File: config.mk
export PLATFORM = sky130hd
export DESIGN_NAME = bfs_sequencer
export DESIGN_NICKNAME = d
export VERILOG_FILES = /design/src/rtl/bfs_pkg.sv /design/src/rtl/bfs_pg_deglitch.sv /design/src/rtl/bfs_sequencer.sv
export SDC_FILE = /design/constraint.sdc
export NUM_CORES = 1
export LEC_CHECK = 0
export ABC_AREA = 1
export BUFFER_PORTS_ARGS = -buffer_cell sky130_fd_sc_hd__buf_2
export CAP_MARGIN = 10
export CORE_MARGIN = 10
export CORE_UTILIZATION = 40
export DETAILED_ROUTE_END_ITERATION = 6
export PLACE_DENSITY_LB_ADDON = 0.15
export SYNTH_ARGS = -nofsm -noshare
export SYNTH_HDL_FRONTEND = slang
export SYNTH_SLANG_ARGS = --single-unit
File: constraint.sdc
create_clock -name clk_sys_i -period 1.7 [get_ports clk_sys_i]
set_input_delay 0.255 -clock clk_sys_i [delete_from_list [all_inputs] [get_ports clk_sys_i]]
set_output_delay 0.255 -clock clk_sys_i [all_outputs]
set_load 0.005 [all_outputs]
File: src/rtl/bfs_pkg.sv
// constants and carrier types for the buck fault and power-good sequencer
package bfs_pkg;
    // clock rate in MHz, 8 ns period
    localparam int CLK_MHZ = 125;
    localparam int CLK_PERIOD_NS = 8;
    // deglitch cycle counts
    localparam int PG_RISE_CYCLES = 1024;
    localparam int PG_FALL_CYCLES = 16;
    // overcurrent events before hiccup
    localparam int OC_HICCUP_COUNT = 10;
    // hiccup off time in clock cycles
    localparam int HICCUP_CYCLES = 4096;
    // switch timing in ns
    localparam int MIN_ON_NS = 125;
    localparam int MIN_OFF_NS = 200;
    // least times round up to whole cycles
    localparam int MIN_ON_CYC = (MIN_ON_NS + CLK_PERIOD_NS - 1) / CLK_PERIOD_NS;
    localparam int MIN_OFF_CYC = (MIN_OFF_NS + CLK_PERIOD_NS - 1) / CLK_PERIOD_NS;
    // maximum duty in percent
    localparam int MAX_DUTY_PCT = 90;
    // default switching period in clocks (1 MHz)
    localparam int SW_PERIOD_CYC = 125;
    // foldback divide codes
    localparam logic [1:0] DIV_FULL = 2'h0;
    localparam logic [1:0] DIV_HALF = 2'h1;
    localparam logic [1:0] DIV_QUARTER = 2'h3;

    // comparator flags from the analog side
    typedef struct packed {
        logic fb_over_upper;   // above upper pg window threshold
        logic fb_under_lower;  // below lower pg window threshold
        logic fb_ge_0p4;       // feedback at or above 0.4 V
        logic fb_ge_0p2;       // feedback at or above 0.2 V
        logic fb_ovp_0p7;      // feedback at or above 0.7 V
        logic fb_ge_0p63;      // feedback at or above 0.63 V
        logic peak_limit;      // peak current limit tripped
        logic sink_limit;      // sink current limit tripped
        logic uv_below_3p8;    // supply below 3.8 V
        logic uv_above_4p3;    // supply above 4.3 V
        logic ot_above_150;    // die above 150 C
        logic ot_below_125;    // die below 125 C
        logic pwm_trip;        // peak current loop comparator
        logic ss_done;         // soft start ramp finished
    } bfs_flags_t;

    typedef struct packed {
        logic hs_on;
        logic ls_on;
    } bfs_gate_t;

    typedef enum logic [2:0] {
        ST_OFF = 3'b000,
        ST_SOFT = 3'b001,
        ST_RUN = 3'b010,
        ST_HICCUP = 3'b011,
        ST_OVP = 3'b100,
        ST_THERMAL = 3'b101
    } bfs_state_t;
endpackage

File: src/rtl/bfs_pg_deglitch.sv
// power-good window deglitch with asymmetric persistence counts
`timescale 1ns/1ps
module bfs_pg_deglitch #(
    parameter int RISE_CYC = bfs_pkg::PG_RISE_CYCLES,
    parameter int FALL_CYC = bfs_pkg::PG_FALL_CYCLES
) (
    input wire logic clk_sys_i,
    input wire logic reset_i,
    input wire logic cyc_tick_i,
    input wire logic in_window_i,
    output logic pg_o
);
    localparam int CW = $clog2(RISE_CYC + 1);

    typedef struct packed {
        logic pg;
        logic [CW-1:0] cnt;
    } bfs_pg_state_t;

    bfs_pg_state_t st_reg;
    bfs_pg_state_t st_next;

    always_comb begin
        st_next = st_reg;
        if (in_window_i == st_reg.pg) begin
            st_next.cnt = '0;
        end else if (cyc_tick_i) begin
            st_next.cnt = st_reg.cnt + CW'(1);
            if (!st_reg.pg && st_reg.cnt == CW'(RISE_CYC - 1)) begin
                st_next.pg = 1'b1;
                st_next.cnt = '0;
            end
            if (st_reg.pg && st_reg.cnt == CW'(FALL_CYC - 1)) begin
                st_next.pg = 1'b0;
                st_next.cnt = '0;
            end
        end
    end

    always_ff @(posedge clk_sys_i) begin
        if (reset_i) begin
            st_reg <= '0;
        end else begin
            st_reg <= st_next;
        end
    end

    assign pg_o = st_reg.pg;
endmodule

File: src/rtl/bfs_sequencer.sv
// buck switch sequencer: pwm, foldback, hiccup, ovp, uvlo, thermal and power good
`timescale 1ns/1ps
// Overview of operation
// - power good released only inside window
// - overvoltage holds power good low
// - undervoltage holds power good low
// - 1024 cycles before power good rises
// - 16 cycles before power good falls
// - soft start foldback full, half, quarter
// - peak limit: low side on, count
// - hiccup at ten faults or low feedback
// - hiccup: both off 4096 cycles
// - restart resumes or hiccups again
// - sink limit: both off until cycle
// - overvoltage off until 0.63 V
// - supply lockout 3.8 V, start 4.3 V
// - thermal off above 150, back below 125
// - minimum on time 125 ns
// - minimum off 200 ns, duty 90 percent
// - cycle start high side, trip low side
module bfs_sequencer #(
    parameter int PERIOD_CYC = bfs_pkg::SW_PERIOD_CYC,
    parameter int HICCUP_CYC = bfs_pkg::HICCUP_CYCLES,
    parameter int OC_LIMIT = bfs_pkg::OC_HICCUP_COUNT,
    parameter int PG_RISE = bfs_pkg::PG_RISE_CYCLES,
    parameter int PG_FALL = bfs_pkg::PG_FALL_CYCLES
) (
    input wire logic clk_sys_i,
    input wire logic reset_i,
    input bfs_pkg::bfs_flags_t flags_i,
    output bfs_pkg::bfs_gate_t gate_o,
    output logic power_good_out_o,
    output logic power_good_out_oe_o,
    output logic hiccup_o,
    output logic [1:0] fold_div_o
);
    localparam int PW = $clog2(PERIOD_CYC * 4 + 1);
    localparam int HW = $clog2(HICCUP_CYC + 1);
    localparam int OW = $clog2(OC_LIMIT + 1);
    // duty ceiling from the shorter of min off and 90 percent
    localparam int DUTY_CYC = (PERIOD_CYC * bfs_pkg::MAX_DUTY_PCT) / 100;
    localparam int OFF_CAP = PERIOD_CYC - bfs_pkg::MIN_OFF_CYC;
    localparam int MAX_ON = (DUTY_CYC < OFF_CAP) ? DUTY_CYC : OFF_CAP;

    typedef struct packed {
        bfs_pkg::bfs_state_t mode;
        logic [PW-1:0] phase;
        logic [1:0] div;
        logic hs;
        logic ls;
        logic tripped;
        logic sink_block;
        logic [OW-1:0] oc_cnt;
        logic [HW-1:0] hic_cnt;
        logic ss_seen;
    } bfs_seq_state_t;

    bfs_seq_state_t st_reg;
    bfs_seq_state_t st_next;
    logic cycle_end;
    logic [PW-1:0] period_len;
    logic pg_raw;
    logic in_window;
    logic switching;

    // scale the period by the foldback divider
    function automatic logic [PW-1:0] scaled_period(input logic [1:0] d);
        logic [PW-1:0] p;
        p = PW'(PERIOD_CYC);
        unique case (d)
            bfs_pkg::DIV_HALF: scaled_period = PW'(p << 1);
            bfs_pkg::DIV_QUARTER: scaled_period = PW'(p << 2);
            default: scaled_period = p;
        endcase
    endfunction

    assign period_len = scaled_period(st_reg.div);
    assign cycle_end = (st_reg.phase == period_len - PW'(1));
    assign switching = (st_reg.mode == bfs_pkg::ST_SOFT) || (st_reg.mode == bfs_pkg::ST_RUN);

    always_comb begin
        st_next = st_reg;
        st_next.phase = cycle_end ? '0 : st_reg.phase + PW'(1);
        unique case (st_reg.mode)
            bfs_pkg::ST_OFF: begin
                st_next.hs = 1'b0;
                st_next.ls = 1'b0;
                st_next.oc_cnt = '0;
                // start when supply above 4.3 V
                if (flags_i.uv_above_4p3 && !flags_i.ot_above_150) begin
                    st_next.mode = bfs_pkg::ST_SOFT;
                    st_next.ss_seen = 1'b0;
                    st_next.phase = '0;
                end
            end
            bfs_pkg::ST_HICCUP: begin
                st_next.hs = 1'b0;
                st_next.ls = 1'b0;
                st_next.hic_cnt = st_reg.hic_cnt + HW'(1);
                // both off for the hiccup time
                if (st_reg.hic_cnt == HW'(HICCUP_CYC - 1)) begin
                    st_next.mode = bfs_pkg::ST_SOFT;
                    st_next.oc_cnt = '0;
                    st_next.ss_seen = 1'b0;
                    st_next.phase = '0;
                end
            end
            bfs_pkg::ST_OVP: begin
                st_next.hs = 1'b0;
                st_next.ls = 1'b0;
                // resume once feedback under 0.63 V
                if (!flags_i.fb_ge_0p63) begin
                    st_next.mode = bfs_pkg::ST_RUN;
                    st_next.phase = '0;
                end
            end
            bfs_pkg::ST_THERMAL: begin
                st_next.hs = 1'b0;
                st_next.ls = 1'b0;
                if (flags_i.ot_below_125) begin
                    st_next.mode = bfs_pkg::ST_SOFT;
                    st_next.ss_seen = 1'b0;
                    st_next.phase = '0;
                end
            end
            default: begin
                // soft start and run share the pwm engine
                if (flags_i.ss_done) begin
                    st_next.ss_seen = 1'b1;
                    st_next.mode = bfs_pkg::ST_RUN;
                end
                if (cycle_end) begin
                    if (st_reg.ss_seen || flags_i.fb_ge_0p4) begin
                        st_next.div = bfs_pkg::DIV_FULL;
                    end else if (flags_i.fb_ge_0p2) begin
                        st_next.div = bfs_pkg::DIV_HALF;
                    end else begin
                        st_next.div = bfs_pkg::DIV_QUARTER;
                    end
                    // high side on at cycle start
                    st_next.hs = 1'b1;
                    st_next.ls = 1'b0;
                    st_next.tripped = 1'b0;
                    st_next.sink_block = 1'b0;
                end else if (st_reg.sink_block) begin
                    st_next.hs = 1'b0;
                    st_next.ls = 1'b0;
                end else if (flags_i.sink_limit && st_reg.ls) begin
                    st_next.hs = 1'b0;
                    st_next.ls = 1'b0;
                    st_next.sink_block = 1'b1;
                end else if (st_reg.hs) begin
                    // peak limit ends high side, counts
                    if (flags_i.peak_limit) begin
                        st_next.hs = 1'b0;
                        st_next.ls = 1'b1;
                        st_next.tripped = 1'b1;
                        st_next.oc_cnt = st_reg.oc_cnt + OW'(1);
                    end else if (st_reg.phase >= PW'(MAX_ON - 1)) begin
                        st_next.hs = 1'b0;
                        st_next.ls = 1'b1;
                    // pwm trip honoured after min on
                    end else if (flags_i.pwm_trip && st_reg.phase >= PW'(bfs_pkg::MIN_ON_CYC - 1)) begin
                        st_next.hs = 1'b0;
                        st_next.ls = 1'b1;
                    end
                end
                // hiccup on count or low feedback
                if (st_next.oc_cnt >= OW'(OC_LIMIT) || (st_reg.ss_seen && !flags_i.fb_ge_0p4)) begin
                    st_next.mode = bfs_pkg::ST_HICCUP;
                    st_next.oc_cnt = '0;
                    st_next.hic_cnt = '0;
                    st_next.hs = 1'b0;
                    st_next.ls = 1'b0;
                end
                if (flags_i.fb_ovp_0p7) begin
                    st_next.mode = bfs_pkg::ST_OVP;
                    st_next.hs = 1'b0;
                    st_next.ls = 1'b0;
                end
            end
        endcase
        // thermal trip wins over all but lockout
        if (flags_i.ot_above_150 && st_reg.mode != bfs_pkg::ST_OFF) begin
            st_next.mode = bfs_pkg::ST_THERMAL;
            st_next.hs = 1'b0;
            st_next.ls = 1'b0;
        end
        // lockout below 3.8 V overrides everything
        if (flags_i.uv_below_3p8) begin
            st_next.mode = bfs_pkg::ST_OFF;
            st_next.hs = 1'b0;
            st_next.ls = 1'b0;
            st_next.div = bfs_pkg::DIV_QUARTER;
        end
    end

    always_ff @(posedge clk_sys_i) begin
        if (reset_i) begin
            st_reg <= '0;
            st_reg.mode <= bfs_pkg::ST_OFF;
            st_reg.div <= bfs_pkg::DIV_QUARTER;
        end else begin
            st_reg <= st_next;
        end
    end

    // window is neither over nor under
    assign in_window = !flags_i.fb_over_upper && !flags_i.fb_under_lower && switching;

    // deglitch counts switching cycles, one tick per period as scaled by the foldback divider
    bfs_pg_deglitch #(
        .RISE_CYC(PG_RISE),
        .FALL_CYC(PG_FALL)
    ) u_pg (
        .clk_sys_i(clk_sys_i),
        .reset_i(reset_i),
        .cyc_tick_i(st_reg.phase == '0),
        .in_window_i(in_window),
        .pg_o(pg_raw)
    );

    // open drain: output stays low, enable pulls the pin down
    assign power_good_out_o = 1'b0;
    assign power_good_out_oe_o = !pg_raw;
    assign gate_o.hs_on = st_reg.hs && switching;
    assign gate_o.ls_on = st_reg.ls && switching;
    assign hiccup_o = (st_reg.mode == bfs_pkg::ST_HICCUP);
    assign fold_div_o = st_reg.div;
endmodule

Word-level counts from Yosys, hierarchy flattened
Index checks and enable logic that the tools add are counted.
{"block": "classes", "n_addsub": 5, "mul": 0, "n_div": 0, "n_lt_le_gt_ge": 3, "eq_ne": 20, "shift": 0, "n_mux": 41, "n_bitwise": 5, "n_reduce_logical": 44}
{"cell": "two-way mux 12 bit", "n": 6}
{"cell": "case mux 9 bit (4 select lines)", "n": 1}
{"cell": "two-way mux 4 bit", "n": 7}
{"cell": "case mux 13 bit (2 select lines)", "n": 1}
{"cell": "case mux 9 bit (2 select lines)", "n": 1}
{"cell": "two-way mux 17 bit", "n": 1}
{"cell": "two-way mux 3 bit", "n": 5}
{"cell": "AND reduction 5 bit", "n": 3}
{"cell": "two-way mux 2 bit", "n": 7}
{"cell": "adder 13 x 1 -> 13 bit (second input constant)", "n": 1}
{"cell": "equality test 13 x 12 -> 1 bit (second input constant)", "n": 1}
{"cell": "case mux 3 bit (4 select lines)", "n": 1}
{"cell": "case mux 4 bit (3 select lines)", "n": 1}
{"cell": "OR reduction 12 bit", "n": 1}
{"cell": "adder 11 x 1 -> 11 bit (second input constant)", "n": 1}
{"cell": "equality test 11 x 10 -> 1 bit (second input constant)", "n": 1}
{"cell": "equality test 11 x 4 -> 1 bit (second input constant)", "n": 1}
{"cell": "logical AND 1 bit", "n": 11}
{"cell": "adder 9 x 1 -> 9 bit (second input constant)", "n": 1}
{"cell": "equality test 9 bit", "n": 1}
{"cell": "greater-or-equal comparator 9 x 4 -> 1 bit (second input constant)", "n": 1}
{"cell": "greater-or-equal comparator 9 x 7 -> 1 bit (second input constant)", "n": 1}
{"cell": "zero test 9 bit", "n": 1}
{"cell": "two-way mux 9 bit", "n": 1}
{"cell": "other kinds (31)", "n": 61}
{"block": "word_totals", "reg_bits": 47, "latchBits": 0, "mem_bits_rw": 0, "mem_bits_ro": 0, "input_bits": 16, "output_inout_bits": 7, "word_cells": 130, "mem_count": 0}

Logic depth before layout (Yosys ltp)
{"block": "depth", "word_depth": 16, "depth_mapped": 18, "mapped_depth_nobuf": 17}

Hierarchy
From an unflattened synthesis, not the netlist that was laid out.
{"block": "hier_totals", "hier_cells": 445, "area_unflattened_um2": 2999.1}
{"module": "bfs_sequencer", "n_inst": 1, "cells_each": 344, "area_per_inst_um2": 2292.2, "seq_area_each_um2": 700.7}
{"module": "bfs_pg_deglitch", "n_inst": 1, "cells_each": 101, "area_per_inst_um2": 706.9, "seq_area_each_um2": 240.2}

Worst setup path before layout
Ideal clock, no wire load.
{"block": "synth_timing", "path_kind": "flip-flop to flip-flop", "from": "register st_reg[1] (netlist name)", "to": "register st_reg[26] (netlist name)", "setup_ns": 0.127, "arrival_time_ns": 1.663, "t_required_ns": 1.573, "path_slack_ns": -0.090, "stages_incl_launch_ff": 13, "path_buffers": 0, "synth_period_minus_slack_ns": 1.790, "cell_sequence": "dfxtp_1 ha_1 inv_1 nor3_2 nand4_2 nor2_2 nand2_1 nand2_1 inv_1 nor2_2 nand2_2 o211ai_4 nor3b_1"}
{"block": "synth_between", "elab_chain_len": 3}
{"item": "from (decl)", "line_no": "bfs_sequencer.sv:58", "rtl": "bfs_seq_state_t st_reg;"}
{"item": "from (signal assigned)", "line_no": "bfs_sequencer.sv:204", "rtl": "st_reg <= st_next;"}
{"item": "equality test 13 x 12 -> 1 bit", "line_no": "bfs_sequencer.sv:101", "rtl": "if (st_reg.hic_cnt == HW'(HICCUP_CYC - 1)) begin"}
{"item": "two-way mux 12 bit", "line_no": "bfs_sequencer.sv:101"}
{"item": "case mux 9 bit (4 select lines)", "line_no": "bfs_sequencer.sv:84", "rtl": "unique case (st_reg.mode)"}
Every way passes these cells. The select of a mux whose other input is x is not followed.
A chain may end at the register's enable or synchronous reset.

Worst setup path in the final report
{"block": "layout_timing", "from": "register st_reg[20] (netlist name)", "to": "register st_reg[34] (netlist name)"}
{"block": "layout_between", "elab_chain_len": 10, "word_cells_on_any_way": 12, "cone_classes": "1 x order compare; 7 x mux; 4 x reduce/logical"}
{"item": "logical AND 1 bit (*)", "line_no": "bfs_sequencer.sv:148", "rtl": "end else if (flags_i.sink_limit && st_reg.ls) begin"}
{"item": "two-way mux 4 bit (*)", "line_no": "bfs_sequencer.sv:148"}
{"item": "two-way mux 6 bit (*)", "line_no": "bfs_sequencer.sv:145", "rtl": "end else if (st_reg.sink_block) begin"}
{"item": "two-way mux 4 bit (*)", "line_no": "bfs_sequencer.sv:132", "rtl": "if (cycle_end) begin"}
{"item": "two-way mux 4 bit (*)", "line_no": "bfs_sequencer.sv:84"}
{"item": "greater-or-equal comparator 4 bit (*)", "line_no": "bfs_sequencer.sv:169", "rtl": "if (st_next.oc_cnt >= OW'(OC_LIMIT) || (st_reg.ss_seen && !flags_i.fb_ge_0p4)) begin"}
{"item": "logical OR 1 bit (*)", "line_no": "bfs_sequencer.sv:169"}
{"item": "two-way mux 3 bit", "line_no": "bfs_sequencer.sv:169"}
{"item": "two-way mux 3 bit", "line_no": "bfs_sequencer.sv:176", "rtl": "if (flags_i.fb_ovp_0p7) begin"}
{"item": "case mux 3 bit (4 select lines)", "line_no": "bfs_sequencer.sv:84"}
Every way passes the cells marked *; elsewhere a longest branch is shown, timed or not. The select of a mux whose other input is x is not followed.

==> results by group <==
Floorplan
  – Die Span Y: 104 um
  – Core ar.: 6830 um^2
  – Num rows: 30
  – IO Pins: 23
  – Die W: 104 um
  – Die area: 10900 um^2
  – Effective utilization at floorplan: 41.6%

Timing
  – Final Hold Vio Count: 0
  – Final hold slack: 0.180 ns
  – Final Skew: 0.0102 ns
  – Share of the clock period used by the worst path: 109%
  – Minimum clock period: 1.85 ns
  – Final WS setup: -0.154 ns
  – RSZ-0062 raised after global routing: yes
  – Final setup viols: 27
  – Pin slew with the least headroom to its limit: 0.503 ns
  – Max Clk Rate: 539 MHz
  – Slew Viols, Final: 0
  – Slew HR: 66.3%

Synthesis
  – Synth cell types: 42
  – Synth area leaders: dfxtp_1, inv_1, nand2_1
  – Mux contribution to synthesized area: 0%
  – Post-Synthesis Net Count: 440
  – Synth Flop Type: dfxtp_1
  – Largest family of logic cells by synthesized area: simple AND/OR/NAND/NOR gates
  – #FFs+latches synth: 47
  – Most frequent cell after synthesis: inv_1
  – Post-synthesis sequential area ratio: 33.1%
  – Syn avg cell area: 6.78 um^2
  – Synth Area in Adders: 2.20%
  – Number of synthesized flops with an enable pin: 0
  – Xor/xnor cell area share of the yosys netlist: 2.77%
  – Post-synth top cells: inv_1, nand2_1, nor2_1, dfxtp_1, nand3_1
  – Leading area contributor after synthesis: dfxtp_1
  – Yosys warns: 0
  – Synth Instances: 419
  – Post-synth top area share: 33.1%
  – Post-synthesis simple-gate area fraction: 38.3%
  – Compound-gate portion of the synthesized area: 12.1%
  – Synthesized area: 2840 um^2
  – Async set-reset flop share out of synthesis: 0%

Global route
  – Grt ovf: 0
  – Largest net degree at the start of global routing: 15
  – Global-route wire length before repair: 12.9 mm
  – Vias in the first global route: 2905
  – Gr usage total: 13.7%
  – Initial antenna violation count: 0

Route
  – Antenna viol nets, final: 0
  – Via count: 3024
  – Drt wl/cell: 12.7 um
  – DRT Pass-1 Iters: 4
  – Drt initial violations: 99
  – DRC errors left: 0
  – Via-per-instance ratio: 4.82
  – Final WL: 7.93 mm

Place
  – Placed Instances: 605
  – Worst slack at placement: -0.220 ns
  – Post-DP HPWL: 5.71 mm
  – Final GP Congestion: 0.874
  – Port-buffer cells: 21

Pwr
  – Net Sw Frac: 32.4%
  – Switch Pwr: 993 uW
  – Leakage power: 1.76 nW
  – Max rail drop VDD: 0.522 mV
  – Clk pwr share: 28.5%
  – Final Total Pwr: 3.06 mW
  – Power density over the cells: 733 nW/um^2
  – Comb power frac: 33.1%
  – Sequential power share: 38.4%
  – Cell-internal power: 2.07 mW

Critical path
  – Worst EP required: 1.90 ns
  – Worst EP arrival: 2.05 ns
  – Reg2reg start: st_reg[20]$_SDFFE_PP0P_
  – Worst-case reg-to-reg path depth: 12
  – Critical path class: reg2reg
  – Crit start category: register
  – Reg-to-Reg End: st_reg[34]$_SDFFE_PP0P_
  – Crit-path max FO: 3
  – Setup crit end kind: register
  – R2R setup slack: -0.15 ns

Clock tree
  – Worst-skew pair later-pin latency: 0.30 ns
  – Num CTS Buffers: 5
  – Clock sinks: 47
  – Root buffer cell: clkbuf_8
  – Max clock buf depth: 2
  – CTS H-tree lvls: 2
  – Clk slew on worst S/H paths: 0.09 ns
  – TritonCTS clock tree: yes

Layout
  – Filler Cells Inserted: 657
  – Area growth from synthesis to layout: 47.1%
  – Final Util: 61.2%
  – Max FFs per register: 33
  – Post-Layout Cell Count: 627
  – Diode count: 0
  – Final net count: 551
  – Ratio of cells with drive above 1 in the final layout: 43.9%

Hold path
  – Hold path startpoint: flags_i[10]
  – Hold Crit Depth: 2
  – Tightest Hold Check Type: in2reg
  – Hold path endpoint: fold_div_o[1]$_SDFFE_PP1P_

Outcome
  – Status: finished, violations left
  – Violated checks: negative setup slack

Job
  – Max_cap viols: 0
-- per-stage QoR --
step           instance area (um^2)  setup TNS, ns
2_1_floorplan                  2860        -0.0657
3_3_place_gp                   3610          -3.15
3_5_place_dp                   3610          -5.42
4_1_cts                        3980          -1.76
5_1_grt                        4180          -7.75
6_report                       4180          -2.53
-- cell usage in the layout, fill, tap and decap left out, drive strengths merged, types with 2 or more instances in the layout --
cell type	instances
nor3b	6
o211ai	4
nor3	20
nand3	30
nand2	79
o21ai	18
inv	71
xor2	6
buf	110
xnor2	3
a31oi	2
nor2	69
a21oi	25
dfxtp	47
nand4	10
nand3b	2
and3	2
clkbuf	6
or2	5
nor4	4
ha	5
-- power groups by stage --
stage          sequential, mW  clock [mW]  combinational [mW]
4_1_cts                  1.17       0.899               0.961
6_report                 1.18       0.872                1.01
3_3_place_gp             1.19           0               0.822
2_1_floorplan            1.19           0               0.484
5_1_grt                  1.18       0.949                1.11
3_5_place_dp             1.19           0               0.822
-- critical path, stage by stage (launching register included) --
cell      delay [ns]
dfxtp_2         0.33
a21oi_2         0.17
nand2_2         0.13
nor3_4          0.26
nand3_2         0.12
nand2_2         0.11
nand2_4         0.06
nand2_4         0.07
nand4_1         0.13
o21bai_1        0.22
nand2_1         0.07
nand2_1         0.06
nor2_1          0.03
-- per-layer routing --
| layer | share of wire (%) | vias to the layer above | track usage [%] |
|---|---|---|---|
| met1 | 48 | 1393 | 17.3 |
| met2 | 49 | 52 | 23.2 |
| met5 | 0 | - | 0 |
| met3 | 2.7 | 9 | 2.35 |
| li1 | - | 1570 | - |
| met4 | 0.88 | 0 | 3.68 |
-- cell families after synthesis --
| family | Yosys count |
|---|---|
| DFF | 47 |
| and+or+nand+nor | 227 |
| xor gates and xnor gates | 9 |
| other | 1 |
| buffers and inverters | 78 |
| AOI/OAI and AO/OA | 52 |
| adders and majority gates | 5 |
-- cell type report --
cell class	count	area [um^2]	area share (%)
Tap cell	96	120	2.87
Multi-Input combinational cell	295	1910	45.8
Sequential cell	47	965	23.1
Clock buffer	6	82.6	1.98
Timing Repair Buffer	110	790	18.9
Clock inverter	2	35.0	0.838
Inverter	71	274	6.56
-- how the worst max path moves through the flow --
stage | from | to | slack (ns) | cells past startpoint
floorplan | st_reg[1]$_SDFFE_PP0P_ | st_reg[27]$_SDFF_PP0_ | -0.03 | 12
global route | st_reg[20]$_SDFFE_PP0P_ | st_reg[1]$_SDFFE_PP0P_ | -0.26 | 13
finish | st_reg[20]$_SDFFE_PP0P_ | st_reg[34]$_SDFFE_PP0P_ | -0.15 | 12
global placement | st_reg[25]$_SDFF_PP0_ | st_reg[34]$_SDFFE_PP0P_ | -0.13 | 15
detailed placement | flags_i[6] | st_reg[5]$_SDFFE_PP0P_ | -0.22 | 15
CTS | st_reg[26]$_SDFF_PP0_ | st_reg[34]$_SDFFE_PP0P_ | -0.11 | 14
-- what timing repair did --
action                                 4_1_cts  5_1_grt
pin swaps                                   16       28
hold buffers                                 0        0
gates cloned                                 1        0
resized for setup                           48       55
buffers inserted                             9        4
endpoints found under the hold margin        0        0
setup endpoints to repair                   41       48
Power figures use the tool's default switching activity.
